<file path="config.mk">
export PLATFORM = sky130hd
export DESIGN_NAME = pwr_ctl
export DESIGN_NICKNAME = d
export VERILOG_FILES = /design/src/hdl/pwr_ctl_pkg.sv /design/src/hdl/pin_sync.sv /design/src/hdl/pwr_ctl.sv /design/src/hdl/wake_filter.sv
export VERILOG_INCLUDE_DIRS = /design/src /design/src/hdl
export SDC_FILE = /design/constraint.sdc
export NUM_CORES = 1
export LEC_CHECK = 0
export BUFFER_PORTS_ARGS = -buffer_cell sky130_fd_sc_hd__buf_4
export CORE_MARGIN = 5
export CORE_UTILIZATION = 45
export DETAILED_ROUTE_END_ITERATION = 8
export GPL_ROUTABILITY_DRIVEN = 0
export GPL_TIMING_DRIVEN = 0
export HOLD_SLACK_MARGIN = 0.06
export PLACE_DENSITY = 0.77
export SKIP_CTS_REPAIR_TIMING = 1
export SLEW_MARGIN = 0
export SYNTH_ARGS = -nofsm -noshare
export SYNTH_HDL_FRONTEND = slang
export SYNTH_SLANG_ARGS = --single-unit
</file>
<file path="constraint.sdc">
create_clock -name i_mclk -period 1.6 [get_ports i_mclk]
set_input_delay 0.08 -clock i_mclk [delete_from_list [all_inputs] [get_ports i_mclk]]
set_output_delay 0.08 -clock i_mclk [all_outputs]
set_load 0.02 [all_outputs]
</file>
<file path="src/hdl/pwr_ctl_map.svh">
`ifndef PWR_CTL_MAP_SVH
`define PWR_CTL_MAP_SVH
`define PD_VARIANT_BIT     5
`define IRQ_PINS           8
`define WAKE_MIN_NS        40
`define MCLK_PERIOD_NS     4
`define WAKE_MIN_CYC       ((`WAKE_MIN_NS + `MCLK_PERIOD_NS - 1) / `MCLK_PERIOD_NS)
`define LP_DETECT_CYC      16
`define RETAINED_KBYTES    16
`endif

</file>
<file path="src/hdl/pwr_ctl_pkg.sv">
package pwr_ctl_pkg;
	typedef enum logic [1:0] {
		PD_RUN,
		PD_PROTECTED,
		PD_INTERRUPTIBLE
	} pd_state_t;

	typedef struct packed {
		logic fast_irq;
		logic rtc;
		logic can;
		logic i2c;
	} wake_src_t;

	typedef struct packed {
		logic core_clk_en;
		logic main_osc_en;
		logic rtc_on_lp;
		logic rtc_count_en;
	} clk_ctl_t;

	typedef struct packed {
		logic frozen;
		logic on_standby_supply;
	} ram_ctl_t;
endpackage : pwr_ctl_pkg

</file>
<file path="src/hdl/pin_sync.sv">
`timescale 1ns/10ps
`default_nettype none
module pin_sync #(
	parameter int WIDTH = 1
) (
	input  wire logic             i_mclk,
	input  wire logic             i_rst,
	input  wire logic [WIDTH-1:0] i_async,
	output logic      [WIDTH-1:0] o_sync
);
	logic [WIDTH-1:0] stage1;

	always_ff @(posedge i_mclk) begin
		if (i_rst) begin
			stage1 <= '0;
			o_sync <= '0;
		end else begin
			stage1 <= i_async;
			o_sync <= stage1;
		end
	end
endmodule : pin_sync
`default_nettype wire

</file>
<file path="src/hdl/pwr_ctl.sv">
`timescale 1ns/10ps
`default_nettype none
`include "pwr_ctl_map.svh"
module pwr_ctl
	import pwr_ctl_pkg::*;
#(
	parameter int N_IRQ     = `IRQ_PINS,
	parameter int LP_DETECT = `LP_DETECT_CYC
) (
	input  wire logic             i_mclk,
	input  wire logic             i_rst,
	input  wire logic             i_reset_input_pin_n,
	input  wire logic             i_power_down_instruction,
	input  wire logic [15:0]      i_system_control_register,
	input  wire logic             i_main_regulator_off_bit,
	input  wire logic             i_nmi_pin_n,
	input  wire logic [N_IRQ-1:0] i_fast_external_irq_pin,
	input  wire logic [N_IRQ-1:0] i_irq_enable,
	input  wire logic [N_IRQ-1:0] i_irq_active_high,
	input  wire logic             i_rtc_irq,
	input  wire logic             i_can_activity,
	input  wire logic             i_i2c_activity,
	input  wire logic             i_lp_osc_running,
	input  wire logic             i_lp_ref_disable,
	input  wire logic             i_retained_ram_enable,
	input  wire logic             i_core_supply_low,
	input  wire logic             i_main_supply_off,
	input  wire logic             i_ram_write_n,
	input  wire logic             i_ram_select,
	output logic                  o_core_clk_en,
	output logic                  o_main_osc_en,
	output logic                  o_rtc_on_lp,
	output logic                  o_rtc_count_en,
	output logic                  o_pd_entered,
	output logic                  o_pd_refused,
	output logic                  o_protected_active,
	output logic                  o_ram_frozen,
	output logic                  o_ram_on_standby_supply,
	output logic                  o_ram_write_n,
	output logic                  o_ram_select,
	output logic                  o_standby_retain_only
);
	pd_state_t     state;
	wake_src_t     wake;
	clk_ctl_t      clk;
	ram_ctl_t      ram;
	logic          rst_pin_n_s;
	logic          nmi_n_s;
	logic [N_IRQ-1:0] irq_s;
	logic [N_IRQ-1:0] irq_active;
	logic [N_IRQ-1:0] irq_wide;
	logic          lp_s;
	logic          any_enabled_active;
	logic          variant_intr;
	logic          lp_ref;
	localparam int LPW = $clog2(LP_DETECT + 1);
	logic [LPW-1:0] lp_cnt;
	logic          in_reset;
	logic          in_reset_d;
	logic          ext_reset;
	logic          stby_hold;

	// Widths the logic cannot serve are refused at elaboration
	if (N_IRQ < 1 || N_IRQ > 16) begin : g_bad_irq
		$error("pwr_ctl: N_IRQ out of range");
	end
	if (LP_DETECT < 1) begin : g_bad_detect
		$error("pwr_ctl: LP_DETECT must be at least one");
	end

	pin_sync #(.WIDTH(3 + N_IRQ)) u_sync (
		.i_mclk  (i_mclk),
		.i_rst   (i_rst),
		.i_async ({i_reset_input_pin_n, i_nmi_pin_n, i_lp_osc_running, i_fast_external_irq_pin}),
		.o_sync  ({rst_pin_n_s, nmi_n_s, lp_s, irq_s})
	);

	genvar g;
	generate
		for (g = 0; g < N_IRQ; g++) begin : g_irq
			assign irq_active[g] = i_irq_active_high[g] ? irq_s[g] : !irq_s[g];
			wake_filter #(.MIN_CYC(`WAKE_MIN_CYC)) u_filt (
				.i_mclk  (i_mclk),
				.i_rst   (i_rst),
				.i_level (irq_active[g] & i_irq_enable[g]),
				.o_valid (irq_wide[g])
			);
		end
	endgenerate

	assign any_enabled_active = |(irq_active & i_irq_enable);
	assign variant_intr = i_system_control_register[`PD_VARIANT_BIT];
	assign ext_reset    = !rst_pin_n_s;
	assign in_reset     = i_rst || ext_reset;

	assign wake.fast_irq = |irq_wide;
	assign wake.rtc      = i_rtc_irq;
	assign wake.can      = i_can_activity;
	assign wake.i2c      = i_i2c_activity;

	// Power-down entry and exit
	always_ff @(posedge i_mclk) begin
		if (i_rst) begin
			state <= PD_RUN;
		end else begin
			case (state)
				PD_RUN: begin
					if (i_power_down_instruction && i_main_regulator_off_bit) begin
						if (!variant_intr && !nmi_n_s)
							state <= PD_PROTECTED;
						else if (variant_intr && !any_enabled_active)
							state <= PD_INTERRUPTIBLE;
					end
				end
				PD_PROTECTED: begin
					if (ext_reset)
						state <= PD_RUN;
				end
				PD_INTERRUPTIBLE: begin
					if (ext_reset || (|wake))
						state <= PD_RUN;
				end
				default: state <= PD_RUN;
			endcase
		end
	end

	always_ff @(posedge i_mclk) begin
		if (i_rst) begin
			o_pd_entered <= 1'b0;
			o_pd_refused <= 1'b0;
		end else begin
			o_pd_entered <= (state == PD_RUN) && i_power_down_instruction
				&& i_main_regulator_off_bit
				&& ((!variant_intr && !nmi_n_s) || (variant_intr && !any_enabled_active));
			o_pd_refused <= (state == PD_RUN) && i_power_down_instruction
				&& !((!variant_intr && !nmi_n_s) || (variant_intr && !any_enabled_active));
		end
	end

	// Low-power oscillator detection, kept until software disables it
	always_ff @(posedge i_mclk) begin
		if (i_rst) begin
			lp_cnt <= '0;
			lp_ref <= 1'b0;
		end else begin
			if (!lp_s)
				lp_cnt <= '0;
			else if (lp_cnt != LPW'(LP_DETECT))
				lp_cnt <= lp_cnt + 1'b1;
			if (i_lp_ref_disable)
				lp_ref <= 1'b0;
			else if (lp_cnt == LPW'(LP_DETECT))
				lp_ref <= 1'b1;
		end
	end

	always_comb begin
		clk.core_clk_en  = (state == PD_RUN);
		clk.main_osc_en  = !((state != PD_RUN) && lp_ref) && !i_main_supply_off;
		clk.rtc_on_lp    = lp_ref;
		clk.rtc_count_en = i_main_supply_off ? lp_ref : 1'b1;
	end

	always_ff @(posedge i_mclk) begin
		if (i_rst) begin
			o_core_clk_en  <= 1'b1;
			o_main_osc_en  <= 1'b1;
			o_rtc_on_lp    <= 1'b0;
			o_rtc_count_en <= 1'b1;
		end else begin
			o_core_clk_en  <= clk.core_clk_en;
			o_main_osc_en  <= clk.main_osc_en;
			o_rtc_on_lp    <= clk.rtc_on_lp;
			o_rtc_count_en <= clk.rtc_count_en;
		end
	end

	assign o_protected_active = (state == PD_PROTECTED);

	// Retained RAM supply switching and freeze
	always_ff @(posedge i_mclk) begin
		if (i_rst)
			in_reset_d <= 1'b1;
		else
			in_reset_d <= ext_reset;
	end

	always_ff @(posedge i_mclk) begin
		if (i_rst) begin
			ram.on_standby_supply <= 1'b1;
		end else if (ext_reset) begin
			ram.on_standby_supply <= 1'b1;
		end else if (in_reset_d) begin
			ram.on_standby_supply <= 1'b0;
		end
	end

	// A freeze taken while the core supply is low holds whatever the enable bit reads
	always_ff @(posedge i_mclk) begin
		if (i_rst)
			stby_hold <= 1'b0;
		else
			stby_hold <= i_core_supply_low && (stby_hold || !i_retained_ram_enable);
	end

	always_comb begin
		// A dip with the enable bit set freezes only if stby_hold was taken earlier in the dip
		ram.frozen = !i_retained_ram_enable || (i_core_supply_low && stby_hold);
	end

	always_ff @(posedge i_mclk) begin
		if (i_rst) begin
			o_ram_frozen            <= 1'b1;
			o_ram_on_standby_supply <= 1'b1;
			o_ram_write_n           <= 1'b1;
			o_ram_select            <= 1'b0;
			o_standby_retain_only   <= 1'b0;
		end else begin
			o_ram_frozen            <= ram.frozen;
			o_ram_on_standby_supply <= ram.on_standby_supply;
			o_ram_write_n           <= ram.frozen ? 1'b1 : i_ram_write_n;
			o_ram_select            <= ram.frozen ? 1'b0 : i_ram_select;
			o_standby_retain_only   <= i_main_supply_off && in_reset;
		end
	end
endmodule : pwr_ctl
`default_nettype wire

</file>
<file path="src/hdl/wake_filter.sv">
`timescale 1ns/10ps
`default_nettype none
`include "pwr_ctl_map.svh"
module wake_filter #(
	parameter int MIN_CYC = `WAKE_MIN_CYC
) (
	input  wire logic i_mclk,
	input  wire logic i_rst,
	input  wire logic i_level,
	output logic      o_valid
);
	localparam int CW = $clog2(MIN_CYC + 1);
	logic [CW-1:0] count;

	if (MIN_CYC < 1) begin : g_bad_min
		$error("wake_filter: MIN_CYC must be at least one");
	end

	// Pulse must stand the minimum width before it counts as a wake
	always_ff @(posedge i_mclk) begin
		if (i_rst || !i_level)
			count <= '0;
		else if (count != CW'(MIN_CYC))
			count <= count + 1'b1;
	end

	assign o_valid = (count == CW'(MIN_CYC));
endmodule : wake_filter
`default_nettype wire
</file>
==> results of run 1 <==
[power by group]
| part | switching, mW | internal, mW | leakage, nW |
|---|---|---|---|
| sequential | 0.0299 | 1.94 | 0.621 |
| combinational | 0.125 | 0.170 | 0.872 |
| clock | 0.696 | 0.553 | 0.0848 |
| total | 0.852 | 2.67 | 1.58 |
[worst paths after layout]
kind                            start       end
min reg2reg                in_reset_d    ram[0]
max          g_irq[7].u_filt.count[0]  state[1]
min          i_main_regulator_off_bit  state[1]
max reg2reg  g_irq[7].u_filt.count[0]  state[1]
[flip-flops by register name, summed over array words and instances, names as in the netlist, 2 cells and up]
signal	count
g_irq.u_filt.count	32
u_sync.o_sync	11
u_sync.stage1	11
lp_cnt	5
state	2
[per-layer routing]
metal | track usage [%] | vias up | routed length [microns]
li1 | - | 1152 | -
met1 | 16.0 | 1061 | 2380
met2 | 25.0 | 42 | 3110
met3 | 4.38 | 15 | 241
met4 | 6.85 | 0 | 160
met5 | 0 | - | 0
[logic make-up (layout without fill, tap and decap cells)]
family | after synthesis | after routing | share of synthesized area (%)
and+or+nand+nor | 132 | 132 | 22.4
buffers and inverters | 19 | 106 | 2.57
xor gates and xnor gates | 28 | 28 | 8.27
AOI/OAI and AO/OA | 22 | 22 | 5.23
DFF | 76 | 76 | 51.3
muxes | 7 | 7 | 2.62
adders and majority gates | 18 | 18 | 7.60
[area by class of cell]
| class | instances | share of cell area [%] |
|---|---|---|
| sequential | 76 | 40.0 |
| multi-input combinational | 207 | 35.9 |
| timing repair buffer | 71 | 15.2 |
| clock buffer | 9 | 3.25 |
| tap | 77 | 2.53 |
| inverter | 15 | 1.48 |
| clock inverter | 7 | 1.15 |
| buffer | 4 | 0.525 |
[through the flow]
step	hold WS (ns)	util [%]	setup slack, ns	total power, mW
CTS	-0.127	56.7	0.0733	3.52
floorplan	0.157	-	0.253	2.14
detailed placement	0.246	54.0	0.142	2.28
global placement	0.244	54.0	0.150	2.27
global route	0.0692	59.7	0.00529	3.67
finish	0.0710	59.7	0.118	3.52
[critical path, cell delays in order (launching register included)]
cell and delay, ns:
dfxtp_1 0.40, inv_1 0.07, ha_1 0.19, nand2_1 0.08, or2_2 0.15, nand4_1 0.09
or3_1 0.35, o31ai_1 0.07
[cells in the mapped netlist (all sizes together) (6+ instances only)]
| cell type | n |
|---|---|
| dfxtp | 76 |
| nor2 | 38 |
| nor2b | 24 |
| nand2 | 21 |
| nand3 | 20 |
| ha | 18 |
| xnor2 | 18 |
| inv | 15 |
| xor2 | 10 |
| a211oi | 9 |
| or2 | 8 |
| nor3 | 7 |
| mux2 | 6 |
==> summary.md, run 1 <==
| Metric | Value |
|---|---|
| Status | complete, no violations |
| Skew final | 0.00723 ns |
| Clk_lat worst skew | 0.34 ns |
| Clock sink count | between 70 and 80 |
| Most used DFF post-synth | dfxtp_1 |
| R2R depth | 7 |
| First-pass GRT wire length | 9650 microns |
| Post-synth EDFFs | 0 |
| Die Y | between 90 and 100 microns |
| DP HPWL | 4250 microns |
| Layout area overhead | 28.6% |
| Worst Path Max Fanout | 4 |
| Min-delay worst type | input port to register |
| Commonest non-fill, non-tap cell in the layout | dfxtp_1 |
| Vias in the first global route | ~2200 |
| Register area share after synthesis | 51.3% |
| CTS buffer count | 9 |
| Max-slew violations | 0 |
| Main area contributors after synthesis | dfxtp_1, ha_1, xnor2_1, nor2b_1, nor2_1 |
| Routed Antenna Nets | 0 |
| Yosys reg bits | 76 |
| Yosys warns | 0 |
| Routed vias/inst | 4.87 |
| Clock slew at reported path FFs | 0.07 ns |
| Filler instances | 571 |
| Slew HR | 69.5% |
| Post-synth top area cell | dfxtp_1 |
| Min cycle time layout | between 1 and 1.5 ns |
| Fmax | between 600 and 700 MHz |
| Die width | 91.2 microns |
| CTS Buffer Depth | 2 |
| Setup CP Type | register to register |
| Tcrit/Tclk final | 92.6% |
| Dpl cells | between 400 and 500 |
| # setup viols final | 0 |
| Multi-input gate area | approximately 1400 sq um |
| Post-Route WL | 5890 microns |
| CTS Root Cell | clkbuf_8 |
| Worst EP required | between 1.5 and 2 ns |
| Remaining global-route overflow | 0 |
| Pleak | 1.58 nW |
| Worst-margin pin slew | 0.458 ns |
| First DRT Iteration DRCs | a little under 60 |
| Pwr Density | between 900 and 1000 nW/um^2 |
| Worst setup EP type | register |
| WP data arrival | 1.73 ns |
| Dpl cell area | 3450 sq um |
| Post-synthesis cell area | 2960 sq um |
| Diode count | 0 |
| GRT Util Overall | around 14% |
| Antenna violations before repair | 0 |
| Max-Cap Viols | 0 |
| NumNets Final | around 460 |
| Hold-critical path depth | 3 |
| Net count after synthesis | ~380 |
| I/O Pins | approximately 70 |
| Post-synthesis cell type count | 34 |
| Die ar. | 8310 sq um |
| Initial Util | between 40% and 50% |
| Core area | 6390 sq um |
| Detail-routed net length per standard cell | 12.6 microns |
| RSZ-0062 raised after global routing | no |
| Via count | approximately 2300 |
| Setup TNS | 0 ns |
| CTS tree | done |
| Ratio of cells with drive above 1 in the final layout | approximately 23% |
| Drt pass-1 iters | 4 |
| FF/Latch Area | 1520 sq um |
| Design Area, Final | 3810 sq um |
| Peak VDD IR | 0.933 mV |
| IO Port Bufs | 52 |
| Critical path startpoint category | register |
| Synth async-reset ratio | 0% |
| Largest net degree at the start of global routing | 14 |
| Fin cells | 466 |
| Post-synth top area share | between 50% and 60% |
| Mapped Cells | 302 |
| Residual DRC | 0 |
| Syn avg cell area | between 9 and 10 sq um |
| Internal reg-to-reg setup slack | 0.12 ns |
| Most frequent cells in the layout | dfxtp_1, buf_4, nor2_1, nor2b_1, nand2_1 |
| Core Rows | 29 |
| Htree depth | 3 |
| Hold Fails Final Rpt | 0 |
No activity file was read; power rests on OpenSTA's default activity.
==> run 2, diff against run 1 <==
--- a/config.mk
+++ b/config.mk
@@ -7,13 +7,15 @@
 export NUM_CORES = 1
 export LEC_CHECK = 0
 export BUFFER_PORTS_ARGS = -buffer_cell sky130_fd_sc_hd__buf_4
+export CELL_PAD_IN_SITES_DETAIL_PLACEMENT = 2
+export CELL_PAD_IN_SITES_GLOBAL_PLACEMENT = 2
 export CORE_MARGIN = 5
-export CORE_UTILIZATION = 45
+export CORE_UTILIZATION = 32
 export DETAILED_ROUTE_END_ITERATION = 8
 export GPL_ROUTABILITY_DRIVEN = 0
 export GPL_TIMING_DRIVEN = 0
 export HOLD_SLACK_MARGIN = 0.06
-export PLACE_DENSITY = 0.77
+export PLACE_DENSITY = 0.86
 export SKIP_CTS_REPAIR_TIMING = 1
 export SLEW_MARGIN = 0
 export SYNTH_ARGS = -nofsm -noshare
==> run 2 against run 1 <==
Compared with the run above: the flow now finishes with violations (setup timing); cell area up 4.8%; register-to-register slack worse by 0.13 ns; critical endpoint unchanged; global-route usage up 1.5 points; combinational power up 18%; worst hold slack better by 0.020 ns; sequential power about the same; wire length up 86%; non-clock buffer count up 6.
==> summary.md, run 2 (synthesis gave the netlist of run 1 again) <==
| Metric | Value |
|---|---|
| Vias in the first global route | 2698 |
| Commonest non-fill, non-tap cell in the layout | dfxtp_1 |
| Hold slack | 0.0911 ns |
| Critical path startpoint category | register |
| First DRT Iteration DRCs | 40 |
| Most frequent cells in the layout | dfxtp_1, buf_4, nor2_1, nor2b_1 |
| DP HPWL | 6250 microns |
| Pleak | 1.64 nW |
| Clock slew at reported path FFs | 0.09 ns |
| Core Rows | 35 |
| CTS buffer count | 9 |
| Routed vias/inst | 4.96 |
| Worst setup EP type | register |
| Largest register FFs | 32 |
| Slowest cell on crit path | dfxtp_2 |
| CP max stage delay | 0.38 ns |
| Setup ws final | -0.00834 ns |
| Die width | 106 microns |
| Via count | 2510 |
| Skew final | 0.0190 ns |
| Reg2reg start | g_irq[6].u_filt.count[0] |
| R2R depth | 7 |
| Worst Path Max Fanout | 4 |
| Layout area overhead | 34.8% |
| Die Y | 106 microns |
| Residual DRC | 0 |
| Initial Util | 32.4% |
| Min cycle time layout | 1.61 ns |
| Routed Antenna Nets | 0 |
| Post-Route WL | 11000 microns |
| CP Cell Sequence | inv_1 -> ha_1 -> nand2_1 -> or2_4 -> nand4_1 -> or3_4 -> o31ai_2 |
| Worst EP required | roughly 1.9 ns |
| Biggest register | g_irq.u_filt.count |
| CTS Root Cell | clkbuf_8 |
| Setup CP Type | register to register |
| Clock sink count | between 70 and 80 |
| Design Area, Final | 4000 sq um |
| CTS Buffer Depth | 2 |
| Drt pass-1 iters | 4 |
| Slew HR | between 60% and 70% |
| Detail-routed net length per standard cell | 21.7 microns |
| Internal reg-to-reg setup slack | -0.008 ns |
| RR Endpoint | state[1] |
| NumNets Final | ~460 |
| Violated checks | setup timing |
| Max-Cap Viols | 0 |
| Tcrit/Tclk final | 101% |
| Remaining global-route overflow | 0 |
| Antenna violations before repair | 0 |
| Max-slew violations | 0 |
| Die ar. | 11300 sq um |
| Htree depth | 3 |
| GRT Util Overall | around 16% |
| Peak VDD IR | roughly 0.43 mV |
| WP data arrival | 1.88 ns |
| Fmax | 622 MHz |
| Diode count | 0 |
| # setup viols final | 1 |
| Pwr Density | between 1000 and 1500 nW/um^2 |
| CTS tree | done |
| Worst-margin pin slew | around 0.52 ns |
| Hold Fails Final Rpt | 0 |
| Setup TNS | -0.00834 ns |
| Core area | a little over 9000 sq um |
| Status | finished, violations left |
| IO Port Bufs | 52 |
| First-pass GRT wire length | 13800 microns |
| Setup crit start | g_irq[6].u_filt.count[0] |
| Largest regs | g_irq.u_filt.count (32), u_sync.o_sync (11), u_sync.stage1 (11) |
| Min-delay worst type | input port to register |
| Dpl cell area | 3490 sq um |
| I/O Pins | 68 |
| Largest net degree at the start of global routing | 14 |
| Pre-CTS WS | -0.0219 ns |
| Worst setup endpoint | state[1] |
| Clk_lat worst skew | 0.37 ns |
| Ratio of cells with drive above 1 in the final layout | 26.3% |
run 2: cell types whose count changed in the layout (fill, tap and decap cells not counted), sizes merged:
cell,before,now
clkinv,5,2
buf,54,60
clkbuf,11,12
bufinv,0,2
run 2: stage by stage:
stage | cells | power (mW) | util [%]
after global placement | 465 | 2.28 | 38.2
after CTS | 481 | 3.93 | 40.5
final | 506 | 4.01 | 43.7
after floorplan | 302 | 2.14 | -
after detailed placement | 465 | 2.30 | 38.2
after global routing | 506 | 4.13 | 43.7
run 2: critical path, delay by kind of cell (launching register included):
kind	cells	cell delay (ns)
adders and majority gates	1	0.18
and+or+nand+nor	4	0.80
DFF	1	0.38
buffers and inverters	1	0.06
AOI/OAI and AO/OA	1	0.07
run 2: report_power, final:
group	total, mW	internal (mW)	switching [mW]	leakage (nW)
sequential	1.98	1.94	0.0371	0.625
clock	1.68	0.879	0.802	0.102
combinational	0.349	0.178	0.171	0.916
total	4.01	3.00	1.01	1.64
run 2: cell type report:
cell class                      count  area, sq um
Clock inverter                      6         88.8
Tap cell                          111          139
Clock buffer                       10          128
Timing Repair Buffer               77          626
Multi-Input combinational cell    207         1390
Fill cell                         922         5160
Buffer                              4         20.0
Inverter                           15         56.3
Sequential cell                    76         1540
run 2: how the worst min path moves through the flow:
stage	start	end	slack [ns]	depth (start not counted)
6_report	i_irq_enable[4]	g_irq[4].u_filt.count[2]	0.09	3
5_1_grt	i_main_regulator_off_bit	state[1]	0.09	3
4_1_cts	i_lp_ref_disable	lp_ref	-0.14	2
3_5_place_dp	i_lp_ref_disable	lp_ref	0.25	2
3_3_place_gp	i_lp_ref_disable	lp_ref	0.24	2
2_1_floorplan	i_lp_ref_disable	lp_ref	0.16	1
run 2: routing by layer:
layer / GRT usage, % / up-vias / part of all wire (%)
li1: - / 1168 / -
met1: 16.3 / 1264 / 37
met2: 30.8 / 51 / 56
met3: 4.61 / 27 / 3.9
met4: 4.72 / 0 / 2.8
met5: 0 / - / 0
==> run 3, diff against run 2 <==
--- a/config.mk
+++ b/config.mk
@@ -6,16 +6,17 @@
 export SDC_FILE = /design/constraint.sdc
 export NUM_CORES = 1
 export LEC_CHECK = 0
+export ABC_AREA = 1
 export BUFFER_PORTS_ARGS = -buffer_cell sky130_fd_sc_hd__buf_4
 export CELL_PAD_IN_SITES_DETAIL_PLACEMENT = 2
 export CELL_PAD_IN_SITES_GLOBAL_PLACEMENT = 2
 export CORE_MARGIN = 5
-export CORE_UTILIZATION = 32
+export CORE_UTILIZATION = 31
 export DETAILED_ROUTE_END_ITERATION = 8
 export GPL_ROUTABILITY_DRIVEN = 0
 export GPL_TIMING_DRIVEN = 0
 export HOLD_SLACK_MARGIN = 0.06
-export PLACE_DENSITY = 0.86
+export PLACE_DENSITY = 0.88
 export SKIP_CTS_REPAIR_TIMING = 1
 export SLEW_MARGIN = 0
 export SYNTH_ARGS = -nofsm -noshare
==> run 3 against run 2 <==
Compared with the run above: the flow now finishes without violations; wire length increased by 1.4%; sequential power about the same; worst setup slack improved by 0.040 ns; register-to-register slack improved by 0.11 ns; worst hold slack improved by 0.0040 ns; flip-flop and latch count unchanged; sequential share of layout area decreased by 3.1 points; clock-buffer cell count unchanged; power increased by 3.9%; critical path type is now input port to register; largest cell class unchanged.
==> summary.md, run 3 <==
| Metric | Value |
|---|---|
| CTS buffer count | 9 |
| Pwr Density | 963 nW/um^2 |
| Final Core Density | 42.5% |
| Peak VDD IR | 0.674 mV |
| Largest register FFs | 32 |
| Hold Fails Final Rpt | 0 |
| Die Y | 111 microns |
| Pleak | 1.97 nW |
| Worst-margin pin slew | 0.509 ns |
| Clock sink count | 76 |
| Status | complete, no violations |
| Fmax | about 640 MHz |
| Synth cell count leaders | dfxtp_1, inv_1, nand2_1, nor2_1, nand3_1 |
| Yosys warns | 0 |
| Post-synth top area cell | dfxtp_1 |
| Hold slack | 0.0951 ns |
| Design Area, Final | 4330 sq um |
| Total design power | around 4.2 mW |
| Die ar. | 12400 sq um |
| Largest net degree at the start of global routing | 15 |
| Worst setup EP type | register |
| Drt pass-1 iters | 4 |
| Crit path top cell by count | dlygate4sd3_1 |
| Setup TNS | 0 ns |
| Worst EP required | 1.91 ns |
| Max-slew violations | 0 |
| Clock slew at reported path FFs | 0.09 ns |
| Filler instances | approximately 1200 |
| Diode count | 0 |
| Routed vias/inst | 4.61 |
| Yosys reg bits | 76 |
| Remaining global-route overflow | 0 |
| # setup viols final | 0 |
| I/O Pins | roughly 70 |
| Clk_lat worst skew | 0.37 ns |
| Core area | 10200 sq um |
| CTS Buffer Depth | 2 |
| Dpl cell area | 3740 sq um |
| Biggest register | g_irq.u_filt.count |
| DP HPWL | 6810 microns |
| Die width | around 110 microns |
| Post-synthesis cell area | 3190 sq um |
| Residual DRC | 0 |
| Antenna violations before repair | 0 |
| CTS Root Cell | clkbuf_8 |
| Most frequent cells in the layout | inv_1, dfxtp_1, nand2_1, buf_4, nor2_1 |
| Via count | 2930 |
| Min-delay worst type | input port to register |
| Slew HR | 66.1% |
| Largest regs | g_irq.u_filt.count (32), u_sync.o_sync (11), u_sync.stage1 (11) |
| Post-synth top area share | 47.8% |
| First-pass GRT wire length | 15000 microns |
| Min cycle time layout | about 1.6 ns |
| WP data arrival | 1.88 ns |
| Most numerous cell in the Yosys netlist | dfxtp_1 |
| Skew final | 0.0113 ns |
| GRT Util Overall | 15.1% |
| NumNets Final | 569 |
| Htree depth | 3 |
| Max-Cap Viols | 0 |
| Layout area overhead | 35.8% |
| Post-synth EDFFs | 0 |
| Initial Util | 31.3% |
| Worst Path Max Fanout | 10 |
| IO Port Bufs | 51 |
| Tcrit/Tclk final | 98.0% |
| FF/Latch Area | approximately 1500 sq um |
| Detail-routed net length per standard cell | between 15 and 20 microns |
| Mapped Cells | 401 |
| CP Cell Sequence | dlygate4sd3_1 -> buf_2 -> inv_2 -> buf_6 -> nand2_1 -> a21oi_1 -> dlygate4sd3_1 |
| Setup CP Type | input port to register |
| Ratio of cells with drive above 1 in the final layout | 24.2% |
| Vias in the first global route | 3137 |
| CTS tree | done |
| Syn avg cell area | 7.94 sq um |
| Core Rows | 37 |
| CP max stage delay | 0.55 ns |
| Net count after synthesis | 475 |
| Post-synthesis cell type count | 28 |
| Multi-input gate area | 1400 sq um |
| Critical path startpoint category | input port |
| Post-Route WL | 11100 microns |
| Main area contributors after synthesis | dfxtp_1, inv_1, nand2_1, ha_1, nor2_1 |
| Slowest cell on crit path | dlygate4sd3_1 |
| First DRT Iteration DRCs | between 50 and 60 |
| Register area share after synthesis | 47.8% |
| Synth async-reset ratio | 0% |
| Routed Antenna Nets | 0 |
| Most used DFF post-synth | dfxtp_1 |
-- run 3: logic make-up (layout without fill, tap and decap cells) --
| group | after synthesis | count (layout) | synth area share (%) |
|---|---|---|---|
| simple gates | 183 | 183 | 26.3 |
| buf+inv | 80 | 179 | 9.70 |
| flops | 76 | 76 | 47.8 |
| fa+ha+maj | 18 | 18 | 7.07 |
| compound gates | 27 | 27 | 4.52 |
| xor+xnor | 17 | 17 | 4.67 |
-- run 3: routing by layer --
| layer | global-route usage [%] | wire, microns | part of all wire, % | vias up |
|---|---|---|---|---|
| li1 | - | - | - | 1426 |
| met1 | 14.3 | 4110 | 37 | 1433 |
| met2 | 30.1 | 6470 | 58 | 60 |
| met3 | 4.73 | 352 | 3.2 | 11 |
| met4 | 4.95 | 204 | 1.8 | 0 |
| met5 | 0 | 0 | 0 | - |
-- run 3: report_power, final --
part,internal [mW],switching (mW),leakage (nW)
registers,1.95,0.0389,0.625
clock network,0.938,0.801,0.117
logic,0.199,0.238,1.23
-- run 3: path summary, 6_finish.rpt --
check,start,endpoint,slack [ns],cells past startpoint
worst max-delay path,i_rst,stby_hold,0.03,7
worst max register to register,g_irq[1].u_filt.count[0],state[1],0.10,10
worst min register to register,u_sync.stage1[3],u_sync.o_sync[3],0.41,2
worst min-delay path,i_irq_enable[1],g_irq[1].u_filt.count[1],0.1,3
-- run 3: critical path, delay by kind of cell --
family                 cells  cell delay, ns
AOI/OAI and AO/OA          1            0.10
and+or+nand+nor            1            0.06
buffers and inverters      5            1.63
-- run 3: cell type report --
type	instances	share of cell area, %
Clock inverter	6	2.20
Timing Repair Buffer	83	15.7
Tap cell	136	3.93
Buffer	4	0.549
Sequential cell	76	35.5
Inverter	76	6.59
Multi-Input combinational cell	245	32.3
Clock buffer	10	3.18
-- run 3: metrics by stage --
step | std cells | setup slack (ns)
global placement | 588 | 0.125
CTS | 604 | -0.0421
global route | 636 | -0.0461
floorplan | 401 | 0.308
finish | 636 | 0.0319
detailed placement | 588 | 0.0284
